### config.mk
export PLATFORM = sky130hd
export DESIGN_NAME = uart_modem_control_status
export DESIGN_NICKNAME = d
export VERILOG_FILES = /design/src/uart_mcs_pkg.sv /design/src/uart_modem_control_status.sv
export VERILOG_INCLUDE_DIRS = /design/src
export SDC_FILE = /design/constraint.sdc
export NUM_CORES = 1
export LEC_CHECK = 0
export BUFFER_PORTS_ARGS = -buffer_cell sky130_fd_sc_hd__buf_2
export CORE_MARGIN = 8
export CORE_UTILIZATION = 56
export CTS_CLUSTER_SIZE = 10
export DETAILED_ROUTE_END_ITERATION = 10
export GPL_ROUTABILITY_DRIVEN = 0
export PLACE_DENSITY = 0.85
export SLEW_MARGIN = 20
export SYNTH_ARGS = -nofsm -noshare
export SYNTH_HDL_FRONTEND = slang
export SYNTH_SLANG_ARGS = --single-unit
### constraint.sdc
create_clock -name pclk -period 6.02 [get_ports pclk]
set_clock_uncertainty 0.15 [all_clocks]
set_input_delay 1.204 -clock pclk [delete_from_list [all_inputs] [get_ports pclk]]
set_output_delay 1.204 -clock pclk [all_outputs]
set_load 0.01 [all_outputs]
### src/uart_mcs_cfg.svh
// Offsets, field positions and reset values of the modem control block
//
// Overview of operation
// Status bit 4 shows the inverse of the clear-to-send input.
// Status bit 0 sets when clear-to-send changed since last status read.
// Status bit 5 shows the inverse of the data-set-ready input.
// Status bit 1 sets when data-set-ready changed since last status read.
// Status bit 6 shows the inverse of the ring-indicator input.
// Status bit 2 sets when ring-indicator goes low to high after the read.
// Status bit 7 shows the inverse of the carrier-detect input.
// Status bit 3 sets when carrier-detect changed since last status read.
// With enable bit 3 set, any modem input change raises the interrupt.
// Clear-to-send never gates or alters the serial transmit path.
// Terminal-ready pin is driven low when control bit 0 is one.
// Request-to-send pin is driven low when control bit 1 is one.
// Reset returns request-to-send to its inactive high level.
// Loop mode holds request-to-send inactive whatever control bits say.
// Reset and loop mode keep terminal-ready inactive.
// Each shared pin used as general I/O has its own direction bit.
// Reading status clears change flags 0 to 3 and the pending interrupt.
`ifndef UART_MCS_CFG_SVH
`define UART_MCS_CFG_SVH

// ----------------------------------------------------------------
// Register offsets
// ----------------------------------------------------------------
`define OFS_MCR       8'h00
`define OFS_MSR       8'h04
`define OFS_IER       8'h08
`define OFS_IST       8'h0c
`define OFS_IMSK      8'h10
`define OFS_GFN       8'h14
`define OFS_GDIR      8'h18
`define OFS_GOUT      8'h1c
`define OFS_GIN       8'h20

// ----------------------------------------------------------------
// Field positions
// ----------------------------------------------------------------
`define MCR_DTR       0
`define MCR_RTS       1
`define MCR_OUT1      2
`define MCR_OUT2      3
`define MCR_LOOP      4
`define IER_MODEM     3
`define IST_MODEM     0
`define LN_CTS        0
`define LN_DSR        1
`define LN_RI         2
`define LN_DCD        3
`define MSR_CTS       4
`define MSR_DSR       5
`define MSR_RI        6
`define MSR_DCD       7
`define PIN_CTS       7
`define PIN_DSR       6
`define PIN_DTR       5
`define PIN_SIN       4
`define PIN_RI        3
`define PIN_RTS       2
`define PIN_SOUT      1
`define PIN_DCD       0
`define UART_OUT_MASK 8'h26

// ----------------------------------------------------------------
// Reset values
// ----------------------------------------------------------------
`define RST_MCR       5'h00
`define RST_IER       4'h0
`define RST_BYTE      8'h00
`define RST_NIB       4'h0
`define RST_LVL       4'h0
`define RST_PINS_OUT  8'hff
`define RST_PINS_OE   8'h26

`endif

### src/uart_mcs_pkg.sv
// Types shared by the modem control block
package uart_mcs_pkg;
  typedef enum logic [1:0] {
    PH_IDLE   = 2'b01,
    PH_ANSWER = 2'b10
  } apb_phase_t;
endpackage

### src/uart_modem_control_status.sv
// Modem handshake control, modem status and shared pin I/O behind APB
`timescale 1ns/1ps
`include "uart_mcs_cfg.svh"

module uart_modem_control_status
  import uart_mcs_pkg::*;
#(
  parameter int PINS = 8
) (
  input  wire logic            pclk,
  input  wire logic            presetn,
  input  wire logic            psel,
  input  wire logic            penable,
  input  wire logic            pwrite,
  input  wire logic [7:0]      paddr,
  input  wire logic [31:0]     pwdata,
  output logic      [31:0]     prdata,
  output logic                 pready,
  output logic                 pslverr,
  input  wire logic [PINS-1:0] pin_in,
  output logic      [PINS-1:0] pin_out,
  output logic      [PINS-1:0] pin_oe,
  input  wire logic            serial_tx_line,
  output logic                 serial_rx_line,
  output logic                 irq
);

  // ----------------------------------------------------------------
  // State
  // ----------------------------------------------------------------
  apb_phase_t      phase;
  logic [4:0]      modem_line_control_reg;
  logic [3:0]      ier;
  logic [3:0]      lvl;
  logic [3:0]      flags;
  logic [3:0]      snap;
  logic            ist;
  logic            imsk;
  logic [PINS-1:0] gfn;
  logic [PINS-1:0] gdir;
  logic [PINS-1:0] gout;

  // Set wins over clear so an event in the clearing cycle survives
  function automatic logic [3:0] sticky_upd(input logic [3:0] cur,
                                            input logic [3:0] set,
                                            input logic [3:0] clr);
    sticky_upd = set | (cur & ~clr);
  endfunction

  // ----------------------------------------------------------------
  // Bus decode
  // ----------------------------------------------------------------
  wire        setup_cyc = psel & ~penable & (phase == PH_IDLE);
  wire        xfer_done = psel & penable & (phase == PH_ANSWER);
  wire        wr_done   = xfer_done & pwrite;
  wire        rd_done   = xfer_done & ~pwrite;
  wire        hit_mcr   = (paddr == `OFS_MCR);
  wire        hit_msr   = (paddr == `OFS_MSR);
  wire        hit_ier   = (paddr == `OFS_IER);
  wire        hit_ist   = (paddr == `OFS_IST);
  wire        hit_imsk  = (paddr == `OFS_IMSK);
  wire        hit_gfn   = (paddr == `OFS_GFN);
  wire        hit_gdir  = (paddr == `OFS_GDIR);
  wire        hit_gout  = (paddr == `OFS_GOUT);
  wire        hit_gin   = (paddr == `OFS_GIN);
  wire        mapped    = hit_mcr | hit_msr | hit_ier | hit_ist | hit_imsk |
                          hit_gfn | hit_gdir | hit_gout | hit_gin;
  wire        loop      = modem_line_control_reg[`MCR_LOOP];
  wire [31:0] rd_word   =
    hit_mcr  ? {27'h0, modem_line_control_reg} :
    hit_msr  ? {24'h0, lvl, flags} :
    hit_ier  ? {28'h0, ier} :
    hit_ist  ? {31'h0, ist} :
    hit_imsk ? {31'h0, imsk} :
    hit_gfn  ? {{(32-PINS){1'b0}}, gfn} :
    hit_gdir ? {{(32-PINS){1'b0}}, gdir} :
    hit_gout ? {{(32-PINS){1'b0}}, gout} :
    hit_gin  ? {{(32-PINS){1'b0}}, pin_in} : 32'h0;

  // ----------------------------------------------------------------
  // Modem inputs
  // ----------------------------------------------------------------
  // Loop mode feeds the control bits back; a pin given to general I/O
  // reads as an inactive modem line
  wire [3:0] line_n;
  assign line_n[`LN_CTS] = loop ? ~modem_line_control_reg[`MCR_RTS]
                                : (gfn[`PIN_CTS] | pin_in[`PIN_CTS]);
  assign line_n[`LN_DSR] = loop ? ~modem_line_control_reg[`MCR_DTR]
                                : (gfn[`PIN_DSR] | pin_in[`PIN_DSR]);
  assign line_n[`LN_RI]  = loop ? ~modem_line_control_reg[`MCR_OUT1]
                                : (gfn[`PIN_RI] | pin_in[`PIN_RI]);
  assign line_n[`LN_DCD] = loop ? ~modem_line_control_reg[`MCR_OUT2]
                                : (gfn[`PIN_DCD] | pin_in[`PIN_DCD]);

  wire [3:0] next_lvl = ~line_n;
  wire [3:0] chg      = next_lvl ^ lvl;
  wire [3:0] flag_set;
  assign flag_set[`LN_CTS] = chg[`LN_CTS];
  assign flag_set[`LN_DSR] = chg[`LN_DSR];
  assign flag_set[`LN_RI]  = lvl[`LN_RI] & ~next_lvl[`LN_RI];
  assign flag_set[`LN_DCD] = chg[`LN_DCD];

  // Only flags already shown in the read data are cleared, so a change
  // arriving between capture and completion is not lost
  wire       msr_rd     = rd_done & hit_msr;
  wire [3:0] msr_clr    = {4{msr_rd}} & snap;
  wire [3:0] next_flags = sticky_upd(flags, flag_set, msr_clr);

  // ----------------------------------------------------------------
  // Interrupt
  // ----------------------------------------------------------------
  wire ist_set  = ier[`IER_MODEM] & (|chg);
  wire ist_w1c  = wr_done & hit_ist & pwdata[`IST_MODEM];
  wire ist_rdc  = msr_rd & ~(|(flags & ~snap));
  wire [3:0] ist_vec  = sticky_upd({3'h0, ist}, {3'h0, ist_set},
                                   {3'h0, ist_w1c | ist_rdc});
  wire next_ist = ist_vec[0];
  wire next_irq = next_ist & imsk;

  // ----------------------------------------------------------------
  // Pin drive
  // ----------------------------------------------------------------
  wire [PINS-1:0] u_out;
  assign u_out[`PIN_CTS]  = 1'b1;
  assign u_out[`PIN_DSR]  = 1'b1;
  assign u_out[`PIN_DTR]  = loop |
                            ~modem_line_control_reg[`MCR_DTR];
  assign u_out[`PIN_SIN]  = 1'b1;
  assign u_out[`PIN_RI]   = 1'b1;
  assign u_out[`PIN_RTS]  = loop |
                            ~modem_line_control_reg[`MCR_RTS];
  // Transmit data passes untouched by clear-to-send; idles high in loop
  assign u_out[`PIN_SOUT] = loop | serial_tx_line;
  assign u_out[`PIN_DCD]  = 1'b1;

  wire [PINS-1:0] next_pin_out = (gfn & gout) | (~gfn & u_out);
  wire [PINS-1:0] next_pin_oe  = (gfn & gdir) |
                                 (~gfn & `UART_OUT_MASK);
  wire            next_rx      = loop ? serial_tx_line
                                      : (gfn[`PIN_SIN] | pin_in[`PIN_SIN]);

  // ----------------------------------------------------------------
  // APB slave
  // ----------------------------------------------------------------
  // No wait state: data is captured in setup, the answer lasts one cycle
  always_ff @(posedge pclk or negedge presetn) begin
    if (!presetn) begin
      phase   <= PH_IDLE;
      pready  <= 1'b0;
      pslverr <= 1'b0;
      prdata  <= 32'h0;
      snap    <= `RST_NIB;
    end else if (setup_cyc) begin
      phase   <= PH_ANSWER;
      pready  <= 1'b1;
      pslverr <= ~mapped;
      prdata  <= pwrite ? 32'h0 : rd_word;
      snap    <= (hit_msr & ~pwrite) ? flags : `RST_NIB;
    end else if (xfer_done) begin
      phase   <= PH_IDLE;
      pready  <= 1'b0;
      pslverr <= 1'b0;
    end
  end

  // ----------------------------------------------------------------
  // Control registers
  // ----------------------------------------------------------------
  always_ff @(posedge pclk or negedge presetn) begin
    if (!presetn) begin
      modem_line_control_reg <= `RST_MCR;
      ier  <= `RST_IER;
      imsk <= 1'b0;
      gfn  <= `RST_BYTE;
      gdir <= `RST_BYTE;
      gout <= `RST_BYTE;
    end else if (wr_done) begin
      if (hit_mcr)  modem_line_control_reg <= pwdata[4:0];
      if (hit_ier)  ier  <= pwdata[3:0];
      if (hit_imsk) imsk <= pwdata[`IST_MODEM];
      if (hit_gfn)  gfn  <= pwdata[PINS-1:0];
      if (hit_gdir) gdir <= pwdata[PINS-1:0];
      if (hit_gout) gout <= pwdata[PINS-1:0];
    end
  end

  // ----------------------------------------------------------------
  // Status, interrupt and pin flops
  // ----------------------------------------------------------------
  always_ff @(posedge pclk or negedge presetn) begin
    if (!presetn) begin
      lvl   <= `RST_LVL;
      flags <= `RST_NIB;
      ist   <= 1'b0;
      irq   <= 1'b0;
    end else begin
      lvl   <= next_lvl;
      flags <= next_flags;
      ist   <= next_ist;
      irq   <= next_irq;
    end
  end

  always_ff @(posedge pclk or negedge presetn) begin
    if (!presetn) begin
      pin_out        <= `RST_PINS_OUT;
      pin_oe         <= `RST_PINS_OE;
      serial_rx_line <= 1'b1;
    end else begin
      pin_out        <= next_pin_out;
      pin_oe         <= next_pin_oe;
      serial_rx_line <= next_rx;
    end
  end
endmodule

==> results.txt <==
DR DRC count: 0
Crit path arrival time: 3.58 ns
CTS tree: done
fmax: 288 MHz
Pwr Density: 239 nW/um^2
max-slew violations: 0
layout cells sized above 1: 32.7%
worst reg2reg path depth: 5
synth cell count leaders: dfrtp_1 (63), mux2_2 (32), buf_4 (25)
R2R setup slack: 2.99 ns
clk sinks: 76
final hold vios: 0
RSZ-0062 raised after global routing: false
detailed placement HPWL: 6.59 mm
CTS Hold Bufs: 0
CTS max path bufs: 2
vias in the first global route: 2965
Syn Inst Count: 349
Primary FF master, synth: dfrtp_1
multi-input gate area in the final layout: 1710 sq um
Mapped Avg Cell Area: 11.0 sq um
Chip Height: 98.7 microns
Setup Fix Bufs, Post-CTS: 0
worst-skew pair later-pin latency: 0.35 ns
Hold WC Path Type: reg2reg
DR iter-0 viols: 372
Area Overhead vs Synth: 12.1%
largest net degree at the start of global routing: 77
Final #Nets: 457
status: finished, final reports clean
Cell Area, Placed: 4060 sq um
Synth area leaders: dfrtp_1 (41%), mux2_2 (9.4%), dfstp_2 (8.9%), buf_4 (4.9%), o21ai_0 (2.6%)
drt pass-1 iters: 5
grt ovf: 0
maximum VDD drop: 0.134 mV
most common cell in the synthesized netlist: dfrtp_1
Sequential Area: 1920 sq um
MaxCap Viol Count: 0
crit path to: prdata[5]
Die ar.: 9740 sq um
first-pass GRT wire length: 15.0 mm
Worst Max-Slew Pin Slew: 0.931 ns
Async S/R FF share, synth: 100%
leading area contributor after synthesis: dfrtp_1
buffers added on ports: 57
TritonCTS Buffers: 9
number of synthesis warnings: 0
Critical Path Source Type: primary input
Post-Layout Cell Count: 487
leakage power: 1.98 nW
Worst EP required: 6.14 ns
Die X: 98.7 microns
core area: 6720 sq um
final wirelength: 9.29 mm
Core Rows: 30
Crit Path Class: in2reg
CP Launch Point: penable
Root Driver: clkbuf_8
Post-Syn Area: 3830 sq um
H-tree depth: 3
top-area cell type share of the netlist area: 41.2%
crit end category: flip-flop
Synth cell types: 61
fill count: 522
Resized Gates After CTS: 0
n_diodes: 0
Reg clk slew, reported paths: 0.07 ns
EDFF count, synth: 0
reg2reg start: phase[0]
post-synthesis sequential area ratio: 50.1%
DR WL/cell: 19.1 microns
Final Setup Violations: 0
Final min period: 3.47 ns
vias: 2956
Max-slew headroom: 37.9%
Reg-to-Reg End: prdata[5]
dpl cells: 471
Global Route Usage Sum: 19.6%
Starting Density: 57.0%
IO Count: 106
Via density: 6.07
Seq cells post-synth: 76
antenna-violating nets left: 0
final worst path period share: 57.6%
setup TNS: 0 ns
design area: 4290 sq um
initial antenna violation count: 0
critical path peak fanout: 17
## routing by layer
metal	vias up	routed length (microns)	GRT usage, %	share of wire (%)
met1	1438	3750	23.6	40
li1	1323	-	-	-
met3	28	670	5.43	7.2
met2	167	4610	32.1	50
met5	-	0	0	0
met4	0	261	8.50	2.8
## area by class of cell
type                            count  share of cell area (%)
Inverter                           11                   0.962
Clock buffer                       11                    3.53
Sequential cell                    76                    44.7
Tap cell                           80                    2.33
Timing Repair Buffer               58                    6.82
Clock inverter                      5                    1.92
Multi-Input combinational cell    246                    39.7
## cells in the final DEF (no fill, tap or decap), drive strengths merged, types with 2 or more instances in the layout
| master | count |
|---|---|
| nand4 | 3 |
| a2bb2oi | 2 |
| or4 | 2 |
| o221ai | 4 |
| conb | 24 |
| nand2b | 9 |
| clkinv | 2 |
| nor4b | 2 |
| a32o | 2 |
| a31oi | 4 |
| dfrtp | 63 |
| o21ai | 24 |
| nor3 | 9 |
| nand2 | 26 |
| or2 | 2 |
| dfstp | 13 |
| o22ai | 3 |
| buf | 58 |
| nor3b | 2 |
| a21oi | 19 |
| nor2b | 2 |
| bufinv | 2 |
| nand3 | 3 |
| o211ai | 2 |
| nor4 | 4 |
| o2bb2ai | 4 |
| mux2 | 32 |
| o31ai | 5 |
| a22o | 5 |
| inv | 12 |
| clkbuf | 11 |
| and2 | 8 |
| a22oi | 4 |
| a21bo | 3 |
| and3 | 2 |
| xnor2 | 3 |
| nor2 | 17 |
## critical path, cell delays in order
cell and delay, ns:
buf_2 0.12, nand4bb_1 0.75, nor2_1 0.87, and2_0 0.41
a22oi_1 0.11, o21ai_0 0.11
## logic make-up (layout without fill, tap and decap cells)
group,after synthesis,in the layout,share of synthesized area [%]
AOI/OAI and AO/OA,88,88,15.4
adders and majority gates,1,1,0.327
muxes,32,32,9.41
DFF,76,76,50.1
buffers and inverters,50,85,7.64
other,1,24,0.0979
and+or+nand+nor,98,98,16.4
xor gates and xnor gates,3,3,0.686
## worst min path at each step
stage / start / end / cells after the start
floorplan: gfn[4] / pin_out[4] / 1
global placement: gfn[3] / pin_out[3] / 1
detailed placement: gfn[3] / pin_out[3] / 1
CTS: gfn[3] / pin_out[3] / 1
global route: gfn[3] / pin_out[3] / 1
finish: gfn[3] / pin_out[3] / 1
## stage by stage
stage          setup WS [ns]  power, mW  hold WS [ns]  util (%)
6_report                2.55       1.03         0.330      63.9
3_3_place_gp            2.36      0.590         0.315      60.4
3_5_place_dp            2.25      0.591         0.314      60.4
5_1_grt                 2.39       1.06         0.359      63.9
4_1_cts                 2.54       1.03         0.329      63.9
2_1_floorplan           3.17      0.571         0.274         -
## power by group
group	internal [mW]	leakage, nW	switching [mW]
sequential	0.513	0.977	0.00140
combinational	0.0183	0.885	0.0504
clock	0.257	0.120	0.186
No activity file was read; power rests on OpenSTA's default activity.
